`src/common/cfb_pkg.sv`:
```
// shared constants and types for the filter 8-11 buffer pointer register
`default_nettype none
package cfb_pkg;
   // ==========================================================
   // register map
   localparam logic [31:0] CFB_SELECT_ADDR = 32'h0000_0000;
   localparam logic [15:0] CFB_SELECT_RESET = 16'h0000;
   localparam int CFB_FIELD_W = 4;
   localparam int CFB_NUM_FILTERS = 4;
   localparam logic [3:0] CFB_FIRST_FILTER = 4'h8;
   // field positions (low bit of each field)
   localparam int CFB_F8_LSB = 0;
   localparam int CFB_F9_LSB = 4;
   localparam int CFB_F10_LSB = 8;
   localparam int CFB_F11_LSB = 12;
   localparam logic [3:0] CFB_FIFO_CODE = 4'hF;
   // ==========================================================
   // ahb-lite encodings
   localparam logic [1:0] CFB_HTRANS_NONSEQ = 2'h2;
   localparam logic [1:0] CFB_HTRANS_SEQ = 2'h3;
   localparam logic [2:0] CFB_HSIZE_WORD = 3'h2;

   typedef enum logic [1:0] {CFB_NOHIT, CFB_HIT} cfb_hit_e;

   // routed destination for one accepted message
   typedef struct packed {
      logic valid;
      logic to_fifo;
      logic [3:0] buffer;
      logic [3:0] filter;
   } cfb_route_s;

   // ahb-lite address phase captured by the slave
   typedef struct packed {
      logic write;
      logic sel_ok;
   } cfb_aphase_s;
endpackage : cfb_pkg
`default_nettype wire

```
`src/hdl/cfb_field_decode.sv`:
```
// decode of one 4-bit destination field into buffer or fifo
`default_nettype none
module cfb_field_decode
(
   input wire logic [3:0] field,
   output logic to_fifo,
   output logic [3:0] buffer
);
   import cfb_pkg::*;
   // ==========================================================
   // decode
   always_comb
   begin
      to_fifo = (field == CFB_FIFO_CODE);
      buffer = to_fifo ? 4'h0 : field;
   end
endmodule : cfb_field_decode
`default_nettype wire

```
`src/hdl/cfb_ahb_slave.sv`:
```
// ahb-lite single-register slave for the 16-bit pointer register
`default_nettype none
module cfb_ahb_slave
(
   input wire logic mclk,
   input wire logic nrst,
   input wire logic hsel,
   input wire logic [31:0] haddr,
   input wire logic [1:0] htrans,
   input wire logic hwrite,
   input wire logic [2:0] hsize,
   input wire logic [31:0] hwdata,
   input wire logic hready,
   output logic [15:0] reg_value,
   output logic [31:0] hrdata
);
   import cfb_pkg::*;
   cfb_aphase_s aphase;
   cfb_aphase_s next_aphase;
   logic [15:0] next_reg_value;
   logic [31:0] next_hrdata;
   logic accept;

   // ==========================================================
   // address phase capture, zero wait states
   always_comb
   begin
      accept = hsel && hready && (htrans == CFB_HTRANS_NONSEQ || htrans == CFB_HTRANS_SEQ);
      next_aphase.write = accept && hwrite;
      next_aphase.sel_ok = accept && (haddr == CFB_SELECT_ADDR) && (hsize == CFB_HSIZE_WORD);
      next_reg_value = reg_value;
      if (aphase.write && aphase.sel_ok)
      begin
         next_reg_value = hwdata[15:0];
      end
      // unmapped reads return zero; upper bits read zero
      next_hrdata = hrdata;
      if (accept && !hwrite)
      begin
         next_hrdata = (next_aphase.sel_ok) ? {16'h0000, next_reg_value} : 32'h0000_0000;
      end
   end

   always_ff @(posedge mclk)
   begin
      if (!nrst)
      begin
         aphase <= '0;
         reg_value <= CFB_SELECT_RESET;
         hrdata <= 32'h0000_0000;
      end
      else
      begin
         aphase <= next_aphase;
         reg_value <= next_reg_value;
         hrdata <= next_hrdata;
      end
   end
endmodule : cfb_ahb_slave
`default_nettype wire

```
`src/hdl/cfb_top.sv`:
```
// filter 8-11 buffer pointer register with hit routing
`default_nettype none
module cfb_top
(
   input wire logic mclk,
   input wire logic nrst,
   input wire logic hsel,
   input wire logic [31:0] haddr,
   input wire logic [1:0] htrans,
   input wire logic hwrite,
   input wire logic [2:0] hsize,
   input wire logic [31:0] hwdata,
   input wire logic hready,
   output logic [31:0] hrdata,
   output logic hreadyout,
   output logic hresp,
   input wire logic [3:0] filter_hit,
   output cfb_pkg::cfb_route_s route,
   output logic [15:0] filter_8_11_buffer_select
);
   import cfb_pkg::*;
   logic [15:0] reg_value;
   logic [3:0] field_fifo;
   logic [3:0] field_buf [CFB_NUM_FILTERS];
   logic [3:0] field_val [CFB_NUM_FILTERS];
   cfb_route_s next_route;

   // ==========================================================
   // register access
   cfb_ahb_slave u_slave
   (
      .mclk(mclk),
      .nrst(nrst),
      .hsel(hsel),
      .haddr(haddr),
      .htrans(htrans),
      .hwrite(hwrite),
      .hsize(hsize),
      .hwdata(hwdata),
      .hready(hready),
      .reg_value(reg_value),
      .hrdata(hrdata)
   );

   // ==========================================================
   // field split and decode
   // field layout within the register
   assign field_val[0] = reg_value[CFB_F8_LSB +: CFB_FIELD_W];
   assign field_val[1] = reg_value[CFB_F9_LSB +: CFB_FIELD_W];
   assign field_val[2] = reg_value[CFB_F10_LSB +: CFB_FIELD_W];
   assign field_val[3] = reg_value[CFB_F11_LSB +: CFB_FIELD_W];

   // one decoder per filter, same encoding
   generate
      for (genvar i = 0; i < CFB_NUM_FILTERS; i++)
      begin : g_dec
         cfb_field_decode u_dec
         (
            .field(field_val[i]),
            .to_fifo(field_fifo[i]),
            .buffer(field_buf[i])
         );
      end
   endgenerate

   // ==========================================================
   // routing of a hit; lowest filter wins if several hit at once
   always_comb
   begin
      next_route = '0;
      for (int i = CFB_NUM_FILTERS - 1; i >= 0; i--)
      begin
         if (filter_hit[i])
         begin
            next_route.valid = 1'b1;
            next_route.to_fifo = field_fifo[i];
            next_route.buffer = field_buf[i];
            next_route.filter = CFB_FIRST_FILTER + 4'(i);
         end
      end
   end

   always_ff @(posedge mclk)
   begin
      if (!nrst)
      begin
         route <= '0;
         hreadyout <= 1'b0;
         hresp <= 1'b0;
         filter_8_11_buffer_select <= CFB_SELECT_RESET;
      end
      else
      begin
         route <= next_route;
         hreadyout <= 1'b1;
         hresp <= 1'b0;
         filter_8_11_buffer_select <= reg_value;
      end
   end

   // ==========================================================
   // checks
   a_reset_zero: assert property (@(posedge mclk) !nrst |=> reg_value == 16'h0000)
      else $error("register not cleared by reset");
   a_write_store: assert property (@(posedge mclk) disable iff (!nrst)
      (hsel && hready && htrans == CFB_HTRANS_NONSEQ && hwrite && haddr == CFB_SELECT_ADDR
       && hsize == CFB_HSIZE_WORD) ##1 nrst |=> reg_value == $past(hwdata[15:0]))
      else $error("write data not stored");
   a_f8_route: assert property (@(posedge mclk) disable iff (!nrst)
      filter_hit == 4'h1 |=> route.valid && route.filter == 4'h8
      && (route.to_fifo ? $past(reg_value[3:0]) == 4'hF : route.buffer == $past(reg_value[3:0])))
      else $error("filter 8 routed wrongly");
   a_f9_route: assert property (@(posedge mclk) disable iff (!nrst)
      filter_hit == 4'h2 |=> route.filter == 4'h9
      && (route.to_fifo ? $past(reg_value[7:4]) == 4'hF : route.buffer == $past(reg_value[7:4])))
      else $error("filter 9 routed wrongly");
   a_fifo_code: assert property (@(posedge mclk) disable iff (!nrst)
      filter_hit == 4'h8 && reg_value[15:12] == 4'hF |=> route.to_fifo)
      else $error("all ones did not route to fifo");
   a_buf_code: assert property (@(posedge mclk) disable iff (!nrst)
      filter_hit == 4'h4 && reg_value[11:8] != 4'hF |=> !route.to_fifo && route.buffer == $past(reg_value[11:8]))
      else $error("buffer index mismatch");
   a_f11_route: assert property (@(posedge mclk) disable iff (!nrst)
      filter_hit == 4'h8 |=> route.valid && route.filter == 4'hB)
      else $error("filter 11 not applied");
   a_read_back: assert property (@(posedge mclk) disable iff (!nrst)
      hsel && hready && htrans == CFB_HTRANS_NONSEQ && !hwrite && haddr == CFB_SELECT_ADDR
      && hsize == CFB_HSIZE_WORD |=> hrdata == {16'h0000, reg_value})
      else $error("read data wrong");

   // ==========================================================
   // route checks, field by field and for several hits at once
   // the stimulus walks every code through every field, so each
   // field gets both the fifo code and a plain buffer index

   a_f8_fifo: assert property (@(posedge mclk) disable iff (!nrst)
      filter_hit == 4'h1 && reg_value[3:0] == CFB_FIFO_CODE
      |=> route.valid && route.to_fifo && route.buffer == 4'h0)
      else $error("filter 8 fifo code not honoured");

   a_f9_fifo: assert property (@(posedge mclk) disable iff (!nrst)
      filter_hit == 4'h2 && reg_value[7:4] == CFB_FIFO_CODE
      |=> route.valid && route.to_fifo && route.buffer == 4'h0)
      else $error("filter 9 fifo code not honoured");

   a_f10_fifo: assert property (@(posedge mclk) disable iff (!nrst)
      filter_hit == 4'h4 && reg_value[11:8] == CFB_FIFO_CODE
      |=> route.valid && route.to_fifo && route.buffer == 4'h0)
      else $error("filter 10 fifo code not honoured");

   // filter 11 fifo only on all ones
   a_f11_fifo: assert property (@(posedge mclk) disable iff (!nrst)
      filter_hit == 4'h8
      |=> route.to_fifo == ($past(reg_value[15:12]) == CFB_FIFO_CODE))
      else $error("filter 11 fifo decision wrong");

   a_f8_buffer: assert property (@(posedge mclk) disable iff (!nrst)
      filter_hit == 4'h1 && reg_value[3:0] != CFB_FIFO_CODE
      |=> !route.to_fifo && route.buffer == $past(reg_value[3:0]))
      else $error("filter 8 buffer index wrong");

   a_f9_buffer: assert property (@(posedge mclk) disable iff (!nrst)
      filter_hit == 4'h2 && reg_value[7:4] != CFB_FIFO_CODE
      |=> !route.to_fifo && route.buffer == $past(reg_value[7:4]))
      else $error("filter 9 buffer index wrong");

   a_f11_buffer: assert property (@(posedge mclk) disable iff (!nrst)
      filter_hit == 4'h8 && reg_value[15:12] != CFB_FIFO_CODE
      |=> !route.to_fifo && route.buffer == $past(reg_value[15:12]))
      else $error("filter 11 buffer index wrong");

   a_f10_route: assert property (@(posedge mclk) disable iff (!nrst)
      filter_hit == 4'h4 |=> route.valid && route.filter == 4'hA)
      else $error("filter 10 not applied");

   a_f10_prio: assert property (@(posedge mclk) disable iff (!nrst)
      filter_hit == 4'hC |=> route.valid && route.filter == 4'hA)
      else $error("filter 10 lost to filter 11");

   // filter 8 beats every other hit
   a_low_prio: assert property (@(posedge mclk) disable iff (!nrst)
      filter_hit[0] |=> route.valid && route.filter == 4'h8)
      else $error("filter 8 not given priority");

   a_f9_prio: assert property (@(posedge mclk) disable iff (!nrst)
      filter_hit == 4'h6 |=> route.valid && route.filter == 4'h9)
      else $error("filter 9 lost to filter 10");

   a_hit_valid: assert property (@(posedge mclk) disable iff (!nrst)
      filter_hit != 4'h0 |=> route.valid)
      else $error("hit produced no route");

   a_no_hit: assert property (@(posedge mclk) disable iff (!nrst)
      filter_hit == 4'h0 |=> !route.valid)
      else $error("route without a hit");

   a_fifo_buf_zero: assert property (@(posedge mclk) disable iff (!nrst)
      route.to_fifo |-> route.valid && route.buffer == 4'h0)
      else $error("fifo route with buffer index");

   a_idle_route: assert property (@(posedge mclk) disable iff (!nrst)
      !route.valid |-> route == '0)
      else $error("stale fields on idle route");

   // only filters 8 to 11 reported
   a_filter_range: assert property (@(posedge mclk) disable iff (!nrst)
      route.valid |-> route.filter >= 4'h8 && route.filter <= 4'hB)
      else $error("route names a foreign filter");

   // ==========================================================
   // bus checks
   // zero wait states: a master that waits on ready never stalls

   a_ready_high: assert property (@(posedge mclk) disable iff (!nrst)
      nrst |=> hreadyout)
      else $error("ready low outside reset");

   a_resp_okay: assert property (@(posedge mclk) disable iff (!nrst)
      nrst |=> !hresp)
      else $error("error response given");

   a_read_upper: assert property (@(posedge mclk) disable iff (!nrst)
      nrst |=> hrdata[31:16] == 16'h0000)
      else $error("upper read bits not zero");

   a_unmapped_read: assert property (@(posedge mclk) disable iff (!nrst)
      hsel && hready && htrans == CFB_HTRANS_NONSEQ && !hwrite && haddr != CFB_SELECT_ADDR
      |=> hrdata == 32'h0000_0000)
      else $error("unmapped read not zero");

   a_refused_size: assert property (@(posedge mclk) disable iff (!nrst)
      (hsel && hready && htrans == CFB_HTRANS_NONSEQ && hwrite && hsize != CFB_HSIZE_WORD)
      ##1 1'b1 |=> reg_value == $past(reg_value))
      else $error("narrow write changed register");

   a_refused_addr: assert property (@(posedge mclk) disable iff (!nrst)
      (hsel && hready && htrans == CFB_HTRANS_NONSEQ && hwrite && haddr != CFB_SELECT_ADDR)
      ##1 1'b1 |=> reg_value == $past(reg_value))
      else $error("unmapped write changed register");

   a_copy_reg: assert property (@(posedge mclk) disable iff (!nrst)
      nrst |=> filter_8_11_buffer_select == $past(reg_value))
      else $error("register copy out of step");

   // ==========================================================
   // reset checks
   // no disable here: these look at the reset cycles themselves

   a_reset_route: assert property (@(posedge mclk)
      !nrst |=> route == '0 && !hreadyout && !hresp)
      else $error("outputs active in reset");

   a_reset_copy: assert property (@(posedge mclk)
      !nrst |=> filter_8_11_buffer_select == 16'h0000)
      else $error("register copy not cleared");

   c_write: cover property (@(posedge mclk) hsel && htrans == CFB_HTRANS_NONSEQ && hwrite);
   c_read: cover property (@(posedge mclk) hsel && htrans == CFB_HTRANS_NONSEQ && !hwrite);
   c_fifo: cover property (@(posedge mclk) route.valid && route.to_fifo);
   c_buf14: cover property (@(posedge mclk) route.valid && route.buffer == 4'hE);
   c_multi_hit: cover property (@(posedge mclk) filter_hit == 4'hC ##1 route.valid);
endmodule : cfb_top
`default_nettype wire

```
`config.mk`:
```
export PLATFORM = sky130hd
export DESIGN_NAME = cfb_top
export DESIGN_NICKNAME = d
export VERILOG_FILES = /design/src/common/cfb_pkg.sv /design/src/hdl/cfb_field_decode.sv /design/src/hdl/cfb_ahb_slave.sv /design/src/hdl/cfb_top.sv
export SDC_FILE = /design/constraint.sdc
export NUM_CORES = 1
export LEC_CHECK = 0
export ABC_CLOCK_PERIOD_IN_PS = 2400
export BUFFER_PORTS_ARGS = -buffer_cell sky130_fd_sc_hd__buf_2
export CAP_MARGIN = 20
export CORE_MARGIN = 4
export CORE_UTILIZATION = 40
export CTS_CLUSTER_DIAMETER = 50
export DETAILED_ROUTE_END_ITERATION = 8
export PLACE_DENSITY = 0.73
export SLEW_MARGIN = 25
export SYNTH_ARGS = -nofsm -noshare
export SYNTH_HDL_FRONTEND = slang
export SYNTH_HIERARCHICAL = 1
export SYNTH_SLANG_ARGS = --single-unit
export TNS_END_PERCENT = 10
```
`constraint.sdc`:
```
create_clock -name mclk -period 2.4 [get_ports mclk]
set_clock_uncertainty 0.15 [all_clocks]
set_input_delay 0.48 -clock mclk [delete_from_list [all_inputs] [get_ports mclk]]
set_output_delay 0.48 -clock mclk [all_outputs]
set_load 0.02 [all_outputs]
```
======== After elaboration in Yosys (flattened, before gate mapping) ========
Index checks and enable logic that the tools add are counted.
word-level totals
  output and inout port bits .............. 60
  logic and storage cells ................. 45
  memory bits (read-only) ................. 0
  memories kept ........................... 0
  RAM bits ................................ 0
  latch bits .............................. 0
  bits of input ports ..................... 78
  register bits after elaboration ......... 77
cells by class
  equality and inequality tests ........... 7
  add/subtract/negate cells ............... 0
  bitwise gates (word level) .............. 1
  div/mod/pow operators ................... 0
  $mul .................................... 0
  $lt $le $gt $ge ......................... 0
  multiplexer cells ....................... 11
  reductions and logical operators ........ 13
  shifts and indexed selects .............. 0
operators with widths
  cell                                            count
  two-way mux 10 bit                              4
  zero test 32 bit                                1
  two-way mux 16 bit                              2
  == test 4 bit (second input constant)           4
  two-way mux 4 bit                               4
  logical AND 1 bit                               7
  == test 2 bit (second input constant)           2
  OR reduction 4 bit                              1
  == test 3 x 2 -> 1 bit (second input constant)  1
  OR reduction 3 bit                              1
  OR reduction 2 bit                              1
  zero test 1 bit                                 1
  logical OR 1 bit                                1
  two-way mux 1 bit                               1
  NOT 1 bit                                       1

======== Longest topological paths before layout ========
  depth in word-level cells ............... 6
  gate-level depth with buffers ........... 6
  depth with buffers taken out ............ 4

======== By module ========
Netlist, hierarchy kept.
modules (own cells, without submodules)
  module            sequential area each (sq um)  area each (sq um)  instances  cells an instance
  cfb_ahb_slave     680.7                         1,438.9            1          141
  cfb_top           500.5                         837.1              1          76
  cfb_field_decode  0.0                           47.5               4          9

======== Least setup slack after synthesis ========
OpenSTA, ideal clock, no wires.
  kind .................................... input port to flip-flop
  from .................................... input haddr[2]
  to ...................................... register u_slave.hrdata[11]
  setup time .............................. 0.067 ns
  arrival time ............................ 1.747 ns
  data required time ...................... 2.183 ns
  path buffers ............................ 2
  path slack .............................. 0.436 ns
  stages .................................. 6
  path through ............................ nor4_2 > nand4_1 > or4_1 > buf_2 > buf_6 > o21ai_2
between the ends
  word-level cells in the longest chain between the ends .. 4
ends and longest elaborated chain
  element                         line                 source
  from (decl)                     cfb_top.sv:8         input wire logic [31:0] haddr,
  zero test 32 bit                cfb_ahb_slave.sv:30  next_aphase.sel_ok = accept && (haddr == CFB_SELECT_ADDR) && (hsize == CFB_HSIZE_WORD);
  logical AND 1 bit (2 in a row)  cfb_ahb_slave.sv:30
  two-way mux 16 bit              cfb_ahb_slave.sv:40  next_hrdata = (next_aphase.sel_ok) ? {16'h0000, next_reg_value} : 32'h0000_0000;
  to (signal assigned)            cfb_ahb_slave.sv:56  hrdata <= next_hrdata;
  to (decl)                       cfb_ahb_slave.sv:15  output logic [31:0] hrdata
Every way passes these cells.
A chain may end at the register's enable or synchronous reset.

======== Final worst setup path ========
  from .................................... input haddr[18]
  to ...................................... register u_slave.hrdata[15]
The elaborated chain is that of the path after synthesis.

==> metrics.cfg <==
[yosys]
synth_top_flop_cell=dfxtp_1
yosys.area_share.xor_xnor_pct=0
synth_seq_cells=59
yosysMostFrequentCell=dfxtp_1
synth.cell_area_mm2=0.00247
synth_top_area_share_pct=47.9
synth_mux_area_share_pct=6.49
synth-adder-area-share_pct=0
synth_seq_area_share_pct=47.9
yosys.area_share.simple_pct=21.8
synth-edff-count=0
syn_inst=253
ys_async_sr_fraction_pct=0
synthTopCellsByArea=dfxtp_1 (48%), mux2i_1 (6.5%), buf_4 (5.8%)
synth_top_family_by_area=simple AND/OR/NAND/NOR gates
synthTopCellsByCount=dfxtp_1 (59), nand2_1 (21), nor2b_1 (21)
yosys_warnings=6
synth_area_per_cell_um2=9.75
synth-compound-area-share_pct=13.0
synth_cell_types=31
synth_top_cell_by_area=dfxtp_1

[placed_design]
port_buffers=102
place.gp.congestion=0.778
dp_slack_ns=0.205
place_hpwl_um=4400
placed_cells=421

[cells_and_area]
final_nets=435
n_antenna_cell=0
drive_gt1_share_pct=38.7
fin_cells=437
post-route-util_pct=53.3
syn_to_final_growth_pct=28.7

[global_routing]
grt_overflow=0
grt_pass1_wl_um=9110
grt_max_degree=42
antenna_found_initial=0
grt_pass1_vias=1998
grt_usage_pct=15.7

[pwr]
power.density_mw_per_mm2=673
internal_power_mw=1.68
cellLeakagePower_nw=1.51
ir_worst_vdd_v=0.000322
p_comb_share_pct=6.6
p_seq_share_pct=46.2
switching_share_pct=21.2
p_clk_share_pct=47.2
p_sw_mw=0.452

[routing]
first_iter_violations=81
dr_total_vias=2063
ant_nets=0
firstDrtPassIters=4
avgRoutedWirePerCell_um=13.0
drc=0
vias_per_cell=4.72
routed_wl_um=5690

[clocking]
cts_tree=yes
cts-resized-gates=0
cts_setup_buffers=0
cts_hold_buf=0
cts.path.max_buffers=2
clk_pin_slew_worst_paths_ns=0.06
cts.sinks=59
clock_tree.root_cell=clkbuf_8
htreeDepth=3
numCtsBuffers=9
clk_latency_ns=0.33

[sta]
tns_ns=0
final-setup-viol-count=0
finalCritPeriodShare_pct=76.6
rsz0062_at_grt=no
fmax_mhz=544
worst_slack_ns=0.562
hold_violations=0
maxSlewViolCount=0
finalCriticalPeriod_ns=1.84

[floorplan]
fp.coreArea_mm2=0.00596
rows=28
start_util_pct=41.4
num_io_pins=138
die_h_um=86.5
die_w_um=86.5
die-area_mm2=0.00749

[critical_path]
crit_required_ns=2.50
critPathCaptureType=flip-flop
r2r_slack_ns=0.90
critPathArrivalTime_ns=1.94
cp_max_fo=16
r2r-end=u_slave/reg_value[8]
reg2reg_from=u_slave/aphase[1]
crit_type=in -> reg
r2r_cells=4
critPathLaunchType=primary input

[min_path]
holdCritStartpoint=hwrite
holdPathStages=2
min_path_type=in -> reg
holdPathEnd=u_slave/aphase[1]

[run_status]
outcome=finished, final reports clean

[job]
drv_cap=0

flip-flops by register name, indices dropped and copies added (netlist names):
register,cells
filter_8_11_buffer_select,16
u_slave/hrdata,16
u_slave/reg_value,16
route,8
u_slave/aphase,2
hreadyout,1
critical path: stages:
cell and delay [ns]:
buf_2 0.10, nor4b_2 0.27, nand4_1 0.16, or4_1 0.52, buf_4 0.23, o21ai_0 0.18
placed cells by master, fill, tap and decap left out, types with 5 or more instances in the layout:
master and instances:
a221oi_1 5, a31oi_1 12, and2_1 18, buf_2 102, clkbuf_8 11, conb_1 18
dfxtp_1 59, inv_1 8, mux2i_1 16, nand2_1 21, nand3_1 8, nor2b_1 21
nor3_1 7, o21ai_0 6, o21ai_2 10, o31ai_1 5
per-layer routing:
metal,vias up,routed length (um),track usage [%]
met3,9,418,5.99
li1,1051,-,-
met1,935,2330,18.4
met4,0,83,5.81
met2,68,2860,26.1
met5,-,0,0
cells by family (layout without fill, tap and decap cells):
family,Yosys count,count (layout)
multiplexers,16,16
buffers and inverters,41,134
AND/OR/NAND/NOR,92,92
other,2,18
flip-flops,59,59
AO/OA/AOI/OAI,43,43
cell type report:
type	instances	area, um2
well taps	75	93.8
fillers	569	2780
clock buffers	12	155
inverters	12	45.0
repair buffers	106	541
flip-flops and latches	59	1180
multi-input cells	169	1090
clock inverters	4	72.6
metrics by stage:
step | hold WS (ns) | instance area (um2) | power (mW)
2_1_floorplan | 0.351 | 2530 | 1.11
3_3_place_gp | 0.284 | 2950 | 1.15
3_5_place_dp | 0.291 | 2950 | 1.15
4_1_cts | 0.192 | 3170 | 2.17
5_1_grt | 0.198 | 3170 | 2.23
6_report | 0.208 | 3170 | 2.13
how the worst max path moves through the flow:
stage,from,slack [ns],cells after the start,to
2_1_floorplan,haddr[2],0.44,6,u_slave/hrdata[11]
3_3_place_gp,haddr[17],0.26,6,u_slave/hrdata[1]
3_5_place_dp,haddr[18],0.21,6,u_slave/hrdata[15]
4_1_cts,haddr[18],0.56,6,u_slave/hrdata[15]
5_1_grt,haddr[18],0.42,6,u_slave/hrdata[0]
6_report,haddr[18],0.56,6,u_slave/hrdata[15]
power groups by stage:
| stage | registers [mW] | clock network (mW) | logic, mW |
|---|---|---|---|
| floorplan | 1.02 | 0 | 0.0895 |
| global placement | 1.01 | 0 | 0.138 |
| detailed placement | 1.01 | 0 | 0.140 |
| CTS | 0.986 | 1.04 | 0.141 |
| global route | 0.986 | 1.09 | 0.155 |
| finish | 0.987 | 1.01 | 0.140 |
No activity file was read; power rests on OpenSTA's default activity.
